[src/rtl/dpc_consts.svh]
// Register offsets, field positions, reset values and timing figures of the oscillator period control.
`ifndef DPC_CONSTS_SVH
`define DPC_CONSTS_SVH
`define DPC_CLK_HZ 20000000
`define DPC_CLK_MHZ 20
`define DPC_BASE_HZ 307200
`define DPC_MON_TIMEOUT_NS 100000
`define DPC_A_CTRL 8'h00
`define DPC_A_STATUS 8'h04
`define DPC_A_REF 8'h08
`define DPC_A_IST 8'h0C
`define DPC_A_IMASK 8'h10
`define DPC_CTRL_OSC 16
`define DPC_CTRL_MON 17
`define DPC_ST_STABLE 16
`define DPC_ST_MONF 17
`define DPC_EV_STABLE 0
`define DPC_EV_MONF 1
`define DPC_EV_SAT 2
`define DPC_N_RST 8'h01
`define DPC_TRIM_RST 8'h80
`define DPC_STG_RST 8'h80
`define DPC_DIV_RST 4'h1
`define DPC_DIV_MAX 4'h9
`define DPC_LEN_MIN 6'h11
`define DPC_LEN_TOP 6'h22
`define DPC_STEP_COARSE 8'h20
`define DPC_STEP_MID 8'h08
`define DPC_STEP_FINE 8'h01
`define DPC_ERR_DEN 30'h00000014
`define DPC_ERR_COARSE 30'h00000003
`define DPC_ERR_STABLE 30'h00000001
`define DPC_CORR_LAST 2'h3
`define DPC_RESP_OK 2'h0
`define DPC_RESP_ERR 2'h2
`endif

[src/rtl/dpc_pkg.sv]
// Types and shared helpers of the oscillator period control.
`default_nettype none
package dpc_pkg;
  // Loop filter settling regions.
  typedef enum logic [1:0] {
    DPC_OFF = 2'b00,
    DPC_COARSE = 2'b01,
    DPC_MID = 2'b10,
    DPC_FINE = 2'b11
  } dpc_mode_t;

  // Ring emulator state.
  typedef struct packed {
    logic [5:0] stage_cnt;
    logic [9:0] ring_div;
    logic [4:0] phase;
    logic long_cyc;
    logic tick;
  } dpc_osc_state_t;

  // Controller state.
  typedef struct packed {
    logic awready;
    logic wready;
    logic bvalid;
    logic [1:0] bresp;
    logic arready;
    logic rvalid;
    logic [1:0] rresp;
    logic [31:0] rdata;
    logic aw_got;
    logic w_got;
    logic [7:0] waddr;
    logic [31:0] wdata;
    logic [3:0] wstrb;
    logic [7:0] mult;
    logic [7:0] trim;
    logic osc_on;
    logic mon_on;
    logic [23:0] refc;
    logic [2:0] imask;
    logic [2:0] ist;
    logic irq;
    logic [7:0] stg;
    logic [3:0] div;
    logic stable;
    logic mon_flag;
    dpc_mode_t mode;
    logic [7:0] n_cnt;
    logic [1:0] corr_cnt;
    logic [23:0] meas;
    logic [11:0] mon_cnt;
  } dpc_state_t;

  // Divider codes above the top code act as the top code.
  function automatic logic [3:0] dpc_clamp_div(input logic [3:0] d);
    dpc_clamp_div = (d > 4'h9) ? 4'h9 : d;
  endfunction
endpackage
`default_nettype wire

[src/rtl/dpc_osc_if.sv]
// Carrier between the loop filter and the ring emulator.
`timescale 1ns/1ps
`default_nettype none
interface dpc_osc_if;
  logic [7:0] stage_control;
  logic [3:0] divider_select;
  logic run;
  logic tick;
  modport ctrl (output stage_control, output divider_select, output run, input tick);
  modport osc (input stage_control, input divider_select, input run, output tick);
endinterface
`default_nettype wire

[src/rtl/dpc_digital_osc.sv]
// Ring emulator: counts stage delays, dithers the ring length and divides the ring output.
`timescale 1ns/1ps
`default_nettype none
`include "dpc_consts.svh"
module dpc_digital_osc
  import dpc_pkg::*;
(
  input wire logic clk,
  input wire logic rst_n,
  dpc_osc_if.osc osc
);
  dpc_osc_state_t s; // Registered state.
  dpc_osc_state_t next_s; // Next state.
  logic [3:0] div_e; // Clamped divider code.
  logic [5:0] nom_len; // Nominal ring length.
  logic [5:0] cur_len; // Length of the ring cycle now running.
  logic [5:0] acc; // Dither accumulator sum.
  logic ring_end; // Last stage delay of a ring cycle.

  // One stage delay per clock keeps the emulation slow but exact in its ratios.
  always_comb begin
    div_e = dpc_clamp_div(osc.divider_select);
    nom_len = `DPC_LEN_MIN + {2'h0, osc.stage_control[7:5], 1'b0};
    if (!s.long_cyc) begin
      cur_len = nom_len;
    end else if (osc.stage_control[7:5] == 3'h7) begin
      cur_len = `DPC_LEN_TOP;
    end else begin
      cur_len = nom_len + 6'h02;
    end
    ring_end = ({1'b0, s.stage_cnt} + 7'h01) >= {1'b0, cur_len};
    acc = {1'b0, s.phase} + {1'b0, osc.stage_control[4:0]};
    next_s = s;
    next_s.tick = 1'b0;
    if (!osc.run) begin
      next_s = '0;
    end else if (ring_end) begin
      // The accumulator spreads k long cycles evenly over each frame of 32 ring cycles.
      next_s.stage_cnt = 6'h00;
      next_s.phase = acc[4:0];
      next_s.long_cyc = acc[5];
      if ((s.ring_div + 10'h001) >= (10'h001 << div_e)) begin
        next_s.ring_div = 10'h000;
        next_s.tick = 1'b1;
      end else begin
        next_s.ring_div = s.ring_div + 10'h001;
      end
    end else begin
      next_s.stage_cnt = s.stage_cnt + 6'h01;
    end
  end

  // State register.
  always_ff @(posedge clk or negedge rst_n) begin
    if (!rst_n) begin
      s <= '0;
    end else begin
      s <= next_s;
    end
  end

  assign osc.tick = s.tick;
endmodule
`default_nettype wire

[src/rtl/dpc_top.sv]
// Oscillator period control: loop filter, monitor, interrupts and AXI4-Lite registers.
//
// The AXI4-Lite interface to the registers and the register offsets were chosen for this implementation.
`timescale 1ns/1ps
`default_nettype none
`include "dpc_consts.svh"
module dpc_top
  import dpc_pkg::*;
(
  input wire logic CLOCK,
  input wire logic RST_N,
  input wire logic [7:0] S_AXI_AWADDR,
  input wire logic S_AXI_AWVALID,
  output logic S_AXI_AWREADY,
  input wire logic [31:0] S_AXI_WDATA,
  input wire logic [3:0] S_AXI_WSTRB,
  input wire logic S_AXI_WVALID,
  output logic S_AXI_WREADY,
  output logic [1:0] S_AXI_BRESP,
  output logic S_AXI_BVALID,
  input wire logic S_AXI_BREADY,
  input wire logic [7:0] S_AXI_ARADDR,
  input wire logic S_AXI_ARVALID,
  output logic S_AXI_ARREADY,
  output logic [31:0] S_AXI_RDATA,
  output logic [1:0] S_AXI_RRESP,
  output logic S_AXI_RVALID,
  input wire logic S_AXI_RREADY,
  output logic IRQ
);
  // Monitor timeout in clock cycles, derived from the timeout in nanoseconds.
  localparam int MON_CYCLES = `DPC_MON_TIMEOUT_NS * `DPC_CLK_MHZ / 1000;
  // Four nominal base periods in clock cycles sets the default reference window.
  localparam int REF_CYCLES = 4 * `DPC_CLK_HZ / `DPC_BASE_HZ;

  if (MON_CYCLES < 1 || MON_CYCLES > 4095) begin : g_chk
    $error("monitor timeout does not fit its counter");
  end

  logic rst_meta; // First reset flop, read only by the second.
  logic rst_n; // Released reset used by all logic.
  dpc_state_t s; // Registered state.
  dpc_state_t next_s; // Next state.
  dpc_osc_if osc_bus(); // Link to the ring emulator.
  logic wr_fire; // Both halves of a write are held.
  logic rd_fire; // Read address taken.
  logic restart; // Settling must begin again.
  logic apply; // A correction is due now.
  logic base_tick; // One base clock period ended.
  logic [23:0] err; // Magnitude of window error.
  logic [29:0] err_sc; // Error scaled by the denominator.
  logic [29:0] ref_co; // Coarse region threshold.
  logic [29:0] ref_st; // Stable region threshold.
  logic [7:0] step; // Size of this correction.
  logic [11:0] stepped; // Divider and stage after the correction.
  logic sat_hit; // Correction ran into a divider end.
  logic [2:0] ev; // Interrupt events of this cycle.
  logic [31:0] ctrl_new; // Register word after byte strobes.
  logic [7:0] lim; // Multiplier with zero read as one.

  // Returns 1 for a mapped register offset; used by both read and write paths.
  function automatic logic mapped(input logic [7:0] a);
    mapped = (a == `DPC_A_CTRL) || (a == `DPC_A_STATUS) || (a == `DPC_A_REF) ||
             (a == `DPC_A_IST) || (a == `DPC_A_IMASK);
  endfunction

  // Merges write data into an old word under the byte strobes.
  function automatic logic [31:0] merge(input logic [31:0] old, input logic [31:0] nw, input logic [3:0] st);
    logic [31:0] r;
    r = old;
    for (int i = 0; i < 4; i++) begin
      if (st[i]) begin
        r[8*i +: 8] = nw[8*i +: 8];
      end
    end
    merge = r;
  endfunction

  // Adds or subtracts a step from the combined output; the divider only follows a carry or borrow.
  function automatic logic [12:0] step_out(input logic [3:0] d, input logic [7:0] g, input logic [7:0] st,
                                           input logic down);
    logic [8:0] sum;
    logic [3:0] de;
    de = dpc_clamp_div(d);
    sum = down ? ({1'b0, g} - {1'b0, st}) : ({1'b0, g} + {1'b0, st});
    if (!sum[8]) begin
      step_out = {1'b0, de, sum[7:0]};
    end else if (!down && de == `DPC_DIV_MAX) begin
      step_out = {1'b1, `DPC_DIV_MAX, 8'hFF};
    end else if (down && de == 4'h0) begin
      step_out = {1'b1, 4'h0, 8'h00};
    end else if (down) begin
      step_out = {1'b0, de - 4'h1, sum[7:0]};
    end else begin
      step_out = {1'b0, de + 4'h1, sum[7:0]};
    end
  endfunction

  // Reset release through two flops; assertion stays asynchronous.
  always_ff @(posedge CLOCK or negedge RST_N) begin
    if (!RST_N) begin
      rst_meta <= 1'b0;
      rst_n <= 1'b0;
    end else begin
      rst_meta <= 1'b1;
      rst_n <= rst_meta;
    end
  end

  // Ring emulator; it sees a new stage or divider as soon as the state register takes it.
  dpc_digital_osc u_osc (
    .clk(CLOCK),
    .rst_n(rst_n),
    .osc(osc_bus.osc)
  );

  assign osc_bus.stage_control = s.stg;
  assign osc_bus.divider_select = s.div;
  assign osc_bus.run = s.osc_on;

  // All next-state logic: bus slave, register writes, loop filter, monitor and interrupts.
  always_comb begin
    next_s = s;
    ev = 3'h0;
    restart = 1'b0;
    ctrl_new = 32'h00000000;
    lim = (s.mult == 8'h00) ? 8'h01 : s.mult;
    // Write address and data are accepted in either order and held until the response.
    if (S_AXI_AWVALID && s.awready) begin
      next_s.aw_got = 1'b1;
      next_s.waddr = S_AXI_AWADDR;
    end
    if (S_AXI_WVALID && s.wready) begin
      next_s.w_got = 1'b1;
      next_s.wdata = S_AXI_WDATA;
      next_s.wstrb = S_AXI_WSTRB;
    end
    wr_fire = s.aw_got && s.w_got && !s.bvalid;
    if (s.bvalid && S_AXI_BREADY) begin
      next_s.bvalid = 1'b0;
    end
    if (wr_fire) begin
      next_s.aw_got = 1'b0;
      next_s.w_got = 1'b0;
      next_s.bvalid = 1'b1;
      next_s.bresp = mapped(s.waddr) ? `DPC_RESP_OK : `DPC_RESP_ERR;
      case (s.waddr)
        `DPC_A_CTRL: begin
          ctrl_new = merge({14'h0, s.mon_on, s.osc_on, s.trim, s.mult}, s.wdata, s.wstrb);
          next_s.mult = ctrl_new[7:0];
          next_s.trim = ctrl_new[15:8];
          next_s.osc_on = ctrl_new[`DPC_CTRL_OSC];
          // Setting the monitor is refused while the clock is not stable.
          if (!ctrl_new[`DPC_CTRL_MON]) begin
            next_s.mon_on = 1'b0;
          end else if (s.stable) begin
            next_s.mon_on = 1'b1;
          end
          // A changed multiplier, trim or a fresh enable starts settling over.
          restart = (ctrl_new[7:0] != s.mult) || (ctrl_new[15:8] != s.trim) ||
                    (ctrl_new[`DPC_CTRL_OSC] && !s.osc_on);
        end
        `DPC_A_REF: begin
          // Only the low three lanes exist; the top lane is dropped on purpose.
          ctrl_new = merge({8'h00, s.refc}, s.wdata, s.wstrb);
          next_s.refc = ctrl_new[23:0];
        end
        `DPC_A_IMASK: begin
          ctrl_new = merge({29'h0, s.imask}, s.wdata, s.wstrb);
          next_s.imask = ctrl_new[2:0];
        end
        default: begin
        end
      endcase
    end
    // A ready drops while its item is held or a response still waits.
    next_s.awready = !next_s.aw_got && !next_s.bvalid;
    next_s.wready = !next_s.w_got && !next_s.bvalid;
    // Read path answers one cycle after the address is taken.
    rd_fire = S_AXI_ARVALID && s.arready;
    if (s.rvalid && S_AXI_RREADY) begin
      next_s.rvalid = 1'b0;
    end
    if (rd_fire) begin
      next_s.rvalid = 1'b1;
      next_s.rresp = mapped(S_AXI_ARADDR) ? `DPC_RESP_OK : `DPC_RESP_ERR;
      case (S_AXI_ARADDR)
        `DPC_A_CTRL: next_s.rdata = {14'h0, s.mon_on, s.osc_on, s.trim, s.mult};
        `DPC_A_STATUS: next_s.rdata = {14'h0, s.mon_flag, s.stable, 4'h0, s.div, s.stg};
        `DPC_A_REF: next_s.rdata = {8'h00, s.refc};
        `DPC_A_IST: next_s.rdata = {29'h0, s.ist};
        `DPC_A_IMASK: next_s.rdata = {29'h0, s.imask};
        default: next_s.rdata = 32'h00000000;
      endcase
    end
    next_s.arready = !next_s.rvalid;
    // Base clock is the internal clock divided by the multiplier.
    base_tick = osc_bus.tick && ({1'b0, s.n_cnt} + 9'h001 >= {1'b0, lim});
    if (osc_bus.tick) begin
      next_s.n_cnt = base_tick ? 8'h00 : s.n_cnt + 8'h01;
    end
    // The window of four base periods is measured in clock cycles against the reference.
    apply = base_tick && s.corr_cnt == `DPC_CORR_LAST;
    next_s.meas = (s.meas == 24'hFFFFFF) ? s.meas : s.meas + 24'h000001;
    if (base_tick) begin
      next_s.corr_cnt = s.corr_cnt + 2'h1;
    end
    // Error and thresholds are scaled up so that no divider is needed.
    err = (s.meas > s.refc) ? s.meas - s.refc : s.refc - s.meas;
    err_sc = {6'h00, err} * `DPC_ERR_DEN;
    ref_co = {6'h00, s.refc} * `DPC_ERR_COARSE;
    ref_st = {6'h00, s.refc} * `DPC_ERR_STABLE;
    // Outside a correction the stage and divider stand still.
    step = 8'h00;
    stepped = {s.div, s.stg};
    sat_hit = 1'b0;
    if (apply) begin
      // The next window already holds the cycle after this edge, so it starts at one.
      next_s.meas = 24'h000001;
      if (err_sc > ref_co) begin
        next_s.mode = DPC_COARSE;
      end else if (err_sc >= ref_st) begin
        next_s.mode = DPC_MID;
      end else begin
        next_s.mode = DPC_FINE;
      end
      // Mid and fine steps are small against their error bands, so those cannot jump over the next band; a coarse step down from a 19-stage ring can.
      case (next_s.mode)
        DPC_COARSE: step = `DPC_STEP_COARSE;
        DPC_MID: step = `DPC_STEP_MID;
        DPC_FINE: step = (err == 24'h000000) ? 8'h00 : `DPC_STEP_FINE;
        default: step = 8'h00;
      endcase
      // A long window means too slow, so the period shrinks.
      {sat_hit, stepped} = step_out(s.div, s.stg, step, s.meas > s.refc);
      next_s.div = stepped[11:8];
      next_s.stg = stepped[7:0];
      if (next_s.mode == DPC_FINE) begin
        next_s.stable = 1'b1;
      end
    end
    // Monitor flags a base clock that has gone quiet too long.
    if (!s.mon_on || base_tick) begin
      next_s.mon_cnt = 12'h000;
    end else if (s.mon_cnt != MON_CYCLES[11:0]) begin
      next_s.mon_cnt = s.mon_cnt + 12'h001;
    end else begin
      next_s.mon_flag = 1'b1;
    end
    if (!next_s.mon_on) begin
      next_s.mon_flag = 1'b0;
    end
    // Settling progress is wiped, but the stage and divider keep their values as a starting point.
    if (restart || !s.osc_on) begin
      next_s.stable = 1'b0;
      next_s.mode = DPC_OFF;
      next_s.corr_cnt = 2'h0;
      next_s.n_cnt = 8'h00;
      next_s.meas = 24'h000000;
    end
    // Events are sticky; a read of the interrupt status clears it but a new event wins.
    ev[`DPC_EV_STABLE] = next_s.stable && !s.stable;
    ev[`DPC_EV_MONF] = next_s.mon_flag && !s.mon_flag;
    ev[`DPC_EV_SAT] = sat_hit;
    if (rd_fire && S_AXI_ARADDR == `DPC_A_IST) begin
      next_s.ist = ev;
    end else begin
      next_s.ist = s.ist | ev;
    end
    // The interrupt is computed from next values so the pin comes straight from a flop.
    next_s.irq = |(next_s.ist & next_s.imask);
  end

  // State register; everything lands in known values at reset.
  always_ff @(posedge CLOCK or negedge rst_n) begin
    if (!rst_n) begin
      s <= '0;
      s.mult <= `DPC_N_RST;
      s.trim <= `DPC_TRIM_RST;
      s.osc_on <= 1'b1;
      s.refc <= REF_CYCLES[23:0];
      s.stg <= `DPC_STG_RST;
      s.div <= `DPC_DIV_RST;
      s.mode <= DPC_OFF;
    end else begin
      s <= next_s;
    end
  end

  // Every output is a field of the state register.
  assign S_AXI_AWREADY = s.awready;
  assign S_AXI_WREADY = s.wready;
  assign S_AXI_BVALID = s.bvalid;
  assign S_AXI_BRESP = s.bresp;
  assign S_AXI_ARREADY = s.arready;
  assign S_AXI_RVALID = s.rvalid;
  assign S_AXI_RDATA = s.rdata;
  assign S_AXI_RRESP = s.rresp;
  assign IRQ = s.irq;
endmodule
`default_nettype wire

[config.mk]
export PLATFORM = sky130hd
export DESIGN_NAME = dpc_top
export DESIGN_NICKNAME = d
export VERILOG_FILES = /design/src/rtl/dpc_pkg.sv /design/src/rtl/dpc_osc_if.sv /design/src/rtl/dpc_digital_osc.sv /design/src/rtl/dpc_top.sv
export VERILOG_INCLUDE_DIRS = /design/src /design/src/rtl
export SDC_FILE = /design/constraint.sdc
export NUM_CORES = 1
export LEC_CHECK = 0
export ABC_AREA = 1
export BUFFER_PORTS_ARGS = -buffer_cell sky130_fd_sc_hd__buf_2
export CELL_PAD_IN_SITES_DETAIL_PLACEMENT = 1
export CELL_PAD_IN_SITES_GLOBAL_PLACEMENT = 2
export CORE_MARGIN = 5
export CORE_UTILIZATION = 25
export CTS_CLUSTER_DIAMETER = 60
export DETAILED_ROUTE_END_ITERATION = 6
export PLACE_DENSITY = 0.69
export RECOVER_POWER = 25
export SETUP_SLACK_MARGIN = 0.5
export SYNTH_ARGS = -nofsm -noshare
export SYNTH_HDL_FRONTEND = slang
export SYNTH_HIERARCHICAL = 1
export SYNTH_SLANG_ARGS = --single-unit
[constraint.sdc]
create_clock -name CLOCK -period 15.5 [get_ports CLOCK]
set_clock_uncertainty 0.1 [all_clocks]
set_input_delay 3.1 -clock CLOCK [delete_from_list [all_inputs] [get_ports CLOCK]]
set_output_delay 3.1 -clock CLOCK [all_outputs]
set_load 0.02 [all_outputs]
Word-level counts from Yosys, hierarchy flattened
Cells that the tools add are included.
{ "word_totals": {"register_bits": 212, "output_inout_bits": 42, "elab_cells": 207} }
{ "classes": {"n_addsub": 17, "n_mul": 2, "order_cmp": 7, "n_eq_ne": 20, "shift": 1, "muxes": 68, "n_bitwise": 2, "n_reduce_logical": 52} }
{ "ops": {"columns": ["op", "count"], "rows": [
  ["24-bit one-hot mux with 5 select lines", 1],
  ["8-bit two-way mux", 13],
  ["24-bit two-way mux", 4],
  ["24-bit subtractor", 2],
  ["13-bit two-way mux", 3],
  ["12-bit two-way mux", 3],
  ["35-bit two-way mux", 1],
  ["34-bit two-way mux", 1],
  ["8-bit by 4-bit == test with 1-bit output (second input constant)", 4],
  ["29-bit by 24-bit >= comparator with 1-bit output", 1],
  ["29-bit by 26-bit greater-than comparator with 1-bit output", 1],
  ["28-bit two-way mux", 1],
  ["24-bit by 3-bit multiplier with 27-bit output (second input constant)", 1],
  ["24-bit by 2-bit multiplier with 26-bit output (second input constant)", 1],
  ["24-bit by 1-bit adder with 24-bit output (second input constant)", 1],
  ["24-bit == test (second input constant)", 1],
  ["24-bit greater-than comparator", 1],
  ["24-bit zero test", 1],
  ["8-bit zero test", 3],
  ["23-bit two-way mux", 1],
  ["1-bit two-way mux", 19],
  ["2-bit two-way mux", 9],
  ["6-bit two-way mux", 3],
  ["6-bit one-hot mux with 3 select lines", 1],
  ["other kinds (44)", 92]
]} }

Longest topological paths before layout
{ "depth": {"ltp_word": 21, "depth_mapped": 65, "depth_no_buf": 63} }

By module
The synthesis kept the hierarchy.
{ "modules_own_cells": {"columns": ["module", "n_inst", "cells_per_inst", "area_each_um2", "seq_area_each_um2"], "rows": [
  ["dpc_top", 1, 2293, 16163.0, 4488.1],
  ["dpc_digital_osc", 1, 243, 1914.3, 575.6]
]} }

Worst setup path after synthesis
OpenSTA, ideal clock, no wires.
{ "synth_path": {"kind": "register to register", "startpoint": "register s[12] (netlist bit)", "endpoint": "register s (netlist bit IRQ)", "setup_time_ps": 65, "t_arrival_ps": 7134, "setup_slack_ps": 8201, "path_stages_with_launch": 64, "period_less_slack_ps": 7299, "cell_sequence": "dfrtp_1 > inv_1 > ha_1 > inv_1 > fa_1 > nand2_1 > nand2_1 > nand2_1 > nand2_1 > nand2_1 > nand3_2 > nand2_4 > inv_4 > buf_6 > nand2_1 > nand2_1 > ha_1 > ha_1 > [... 28 more ...] > nand2_1 > o21ai_0 > ha_1 > inv_1 > o21ai_0 > nand2_1 > nand2_1 > a21oi_1 > or2_1 > nand2_2 > inv_2 > nor2_1 > nand2_1 > o21ai_2 > nand2_1 > nand2_1 > inv_1 > nand2_1"} }
{ "synth_lines": {"columns": ["item", "line", "source"], "rows": [
  ["start: declaration", "dpc_top.sv:42", "dpc_state_t s;"],
  ["start signal: assignment", "dpc_top.sv:286", "s <= next_s;"]
]} }

Worst setup path in the final report
{ "layout_path": {"startpoint": "register s[70] (netlist bit)", "endpoint": "register s (netlist bit osc_bus.stage_control[1])"} }
{ "layout_via": {"elab_chain_cells": 16, "word_cells_on_any_way": 28, "cone_classes": "4 x add/sub; 2 x mul; 3 x order compare; 3 x eq/ne; 12 x mux; 4 x reduce/logical"} }
{ "layout_rtl": {"columns": ["item", "line", "source"], "rows": [
  ["24-bit subtractor / 24-bit greater-than comparator (equally long branches)", "dpc_top.sv:209, dpc_top.sv:235", null],
  ["24-bit two-way mux", "dpc_top.sv:209", "err = (s.meas > s.refc) ? s.meas - s.refc : s.refc - s.meas;"],
  ["24-bit by 3-bit multiplier with 27-bit output (no line)", null, null],
  ["29-bit by 24-bit >= comparator with 1-bit output", "dpc_top.sv:222", "end else if (err_sc >= ref_st) begin"],
  ["1-bit two-way mux", "dpc_top.sv:222", null],
  ["2-bit two-way mux", "dpc_top.sv:220", "if (err_sc > ref_co) begin"],
  ["2-bit two-way mux", "dpc_top.sv:217", "if (apply) begin"],
  ["2-bit == test / 2-bit by 1-bit == test with 1-bit output (equally long branches)", "dpc_top.sv:228", "case (next_s.mode)"],
  ["6-bit one-hot mux with 3 select lines", "dpc_top.sv:228", null],
  ["8-bit two-way mux", "dpc_top.sv:217", null],
  ["8-bit by 8-bit adder with 9-bit output / 8-bit by 8-bit subtractor with 9-bit output (equally long branches)", "dpc_top.sv:85", "sum = down ? ({1'b0, g} - {1'b0, st}) : ({1'b0, g} + {1'b0, st});"],
  ["9-bit two-way mux", "dpc_top.sv:85", null],
  ["12-bit two-way mux", "dpc_top.sv:92", "end else if (down) begin"],
  ["13-bit two-way mux", "dpc_top.sv:90", "end else if (down && de == 4'h0) begin"],
  ["13-bit two-way mux", "dpc_top.sv:88", "end else if (!down && de == `DPC_DIV_MAX) begin"],
  ["13-bit two-way mux *", "dpc_top.sv:86", "if (!sum[8]) begin"]
]} }
Mark *: on every way between the ends. The rest lies on a longest branch, timed or not. The select of a mux whose other input is x is not followed.
A chain may end at the register's enable or synchronous reset.

==> metrics.md <==
| Metric | Value |
|---|---|
| First-pass GRT wire length | 104 mm |
| Core box area | 0.0716 sq mm |
| FF+latch count, synth | 202 |
| Floorplan row count | 98 |
| Vias in the first global route | about 18000 |
| Mapped cell area | 0.0181 sq mm |
| Fmax achieved | between 90 and 100 MHz |
| Post-cts sizing count | 0 |
| Avg Vias per Cell | around 4.8 |
| Routed via count | 17000 |
| Setup Buffers After CTS | 0 |
| Synth warn | 6 |
| Initial antenna violation count | 0 |
| Hold Vio Cnt, Final | 0 |
| Die outline area | 0.0778 sq mm |
| CTS buffer count | 26 |
| Pin count of the biggest net entering global routing | 73 |
| Remaining global-route overflow | 0 |
| CTS tree | built |
| GRT Total Usage | 16.7% |
| Worst path required time | 15890 ps |
| CTS Sinks | 202 |
| Max cap viols | 2 |
| Crit path buf inv count | 6 |
| Cells after synthesis | 2536 |
| Syn avg cell area | ~7.1 sq um |
| Initial Util | 25.2% |
| Reg area | 0.00506 sq mm |
| Hold Crit Class | flop to flop |
| Worst Max-Slew Pin Slew | 4330 ps |
| DRC | 0 |
| Setup TNS | 0 ps |
| Crit Path Class | flop to flop |
| Final slew viol count | 132 |
| Tmin final | 10150 ps |
| Dpl cells | about 3500 |
| Htree depth | 1 |
| # hold bufs at CTS | 0 |
| Final Setup Violations | 0 |
| Yosys cell types | between 60 and 70 |
| # IOs | between 100 and 150 |
| Fin nets | between 2000 and 3000 |
| Number of flops mapped to enable cells by yosys | 0 |
| Synth-to-Final Area Change | 11.5% |
| Final Instance Count excl. Fillers | ~3600 |
| Detailed Routing Iterations Pass 1 | 5 |
| Clock Pin Slew Worst Setup and Hold Paths | 70 ps |
| Status | finished, violations left |
| IO buf count | between 80 and 90 |
| Crit-path slowest cell | dfrtp_1 |
| Most area-hungry cell type in the Yosys netlist | dfrtp_1 |
| WP data arrival | 10540 ps |
| Clock Latency Late Sink | 570 ps |
| Failing checks | max-capacitance violations, max-slew violations |
| Bufs on Longest Clock Path | 3 |
| Layout cells sized above 1 | 7.99% |
| Crit-path max cell delay | 630 ps |
| Async set-or-reset flop fraction in the synthesized netlist | 100% |
| RSZ-0062 raised after global routing | false |
| Max_slew headroom | -189% |
| DR WL/cell | 18.6 um |
| Starting DRT DRC Count | between 700 and 800 |
| Worst Path Max Fanout | 35 |
| Register area share after synthesis | 28.0% |
| Share of the synthesized area in the top cell type | 27.0% |
| Main flop type after synthesis | dfrtp_1 |
| CP dominant cell by count | nand2_1 |
| Post-route antenna net violation count | 0 |
| Final wirelength | 66.1 mm |
| Post-route clock period utilization | roughly 65% |
| CTS root buffer | clkbuf_16 |
| Hpwl dp | approximately 55 mm |
| Multi-input combinational cell area | about 0.011 sq mm |
| Filler Cells Inserted | 8941 |
| Die H | around 280 um |
| CP endpoint kind | flop |
| Synth area leaders | dfrtp_1 (27%), ha_1 (14%), nand2_1 (13%) |
| Cell family with most CP delay | simple AND/OR/NAND/NOR gates |
| Die X | between 200 and 300 um |
| CP startpoint kind | flop |
| Final Wtd Congestion | 0.853 |
==> synth_stat cells (7+ instances only) <==
library cell  count
o21ai_2           7
nand3_1         113
o21ai_0         166
nand4_1          47
clkbuf_1         17
dfstp_2           7
nor2_1          189
nand2_1         615
nor2_2            9
ha_1            205
o22ai_1          24
nor3_1           43
fa_1              7
o211ai_1          7
inv_1           359
a21oi_1         173
xor2_1           97
xnor2_1          36
nor4_1           10
a31oi_1          12
nand2_2          18
o21bai_1         20
dfrtp_1         195
o31ai_1           8
o21ai_1           8
a211oi_1          9
buf_4            43
buf_2            11
==> through the flow <==
step / cell area (sq um) / hold slack [ps] / util, % / worst slack [ps]
final: 20200 / 254 / 28.1 / 5350
after global routing: 20200 / 272 / 28.1 / 4560
after CTS: 20200 / 261 / 28.2 / 5310
after detailed placement: 19300 / 236 / 26.9 / 5380
after global placement: 19300 / 240 / 26.9 / 5600
after floorplan: 18100 / 231 / - / 8200
==> cells in the final DEF (no fill, tap or decap), types with 19 or more instances in the layout <==
cell	instances
o22ai_1	24
inv_1	359
xor2_1	97
o21ai_0	166
nand3_1	113
a21oi_1	173
nor3_1	43
nand4_1	47
nand2_2	19
buf_2	81
ha_1	205
dfrtp_1	195
nand2_1	614
o21bai_1	20
clkbuf_16	26
nor2_1	189
xnor2_1	36
==> final cells by class <==
type,count,share of cell area [%]
flip-flops and latches,202,25.1
well taps,950,5.90
inverters,369,6.89
clock buffers,31,3.42
repair buffers,88,2.25
clock inverters,16,1.06
multi-input cells,1897,55.3
diodes,1,0.0124
==> cell families (layout without fill, tap and decap cells) <==
family	after synthesis	in the layout	share of synthesized area [%]
xor+xnor	133	133	6.44
simple gates	1079	1079	25.6
flops	202	202	28.0
compound gates	460	460	14.3
other cells	2	12	0.0415
mux	2	2	0.131
fa+ha+maj	212	212	15.0
buf+inv	446	504	10.5
==> layer usage <==
| metal | vias to the layer above | wire length [um] | global-route usage [%] |
|---|---|---|---|
| li1 | 8343 | - | - |
| met1 | 8313 | 30400 | 21.9 |
| met2 | 224 | 32200 | 29.8 |
| met3 | 76 | 1840 | 1.66 |
| met4 | 0 | 1590 | 3.94 |
| met5 | - | 0 | 0 |
==> worst register-to-register path, delay by kind of cell (launching register included) <==
family,cells,cell delay [ps]
XOR/XNOR,1,270
buffers and inverters,6,990
flip-flops,1,630
adder cells (fa/ha/maj),5,1880
AO/OA/AOI/OAI,12,2280
AND/OR/NAND/NOR,33,3920
==> path summary, 6_finish.rpt <==
path,slack [ps],startpoint,to,depth (start not counted)
min,250,rst_meta,rst_n,0
min in group asynchronous,950,rst_n,s[4],0
max in group asynchronous,9010,rst_n,s[81],2
max,5350,s[70],osc_bus.stage_control[1],57
max reg2reg,5350,s[70],osc_bus.stage_control[1],57
min reg2reg,250,rst_meta,rst_n,0
==> flip-flops by register name, indices dropped and copies added, names as in the netlist, 4 cells and up <==
register and count:
osc_bus.divider_select 4, S_AXI_RDATA 24, osc_bus.stage_control 8, s 132
u_osc/s 22
Power is left out: the tool's default activity adds up to more than one toggle a clock period on the data nets, which glitch-free logic cannot reach.
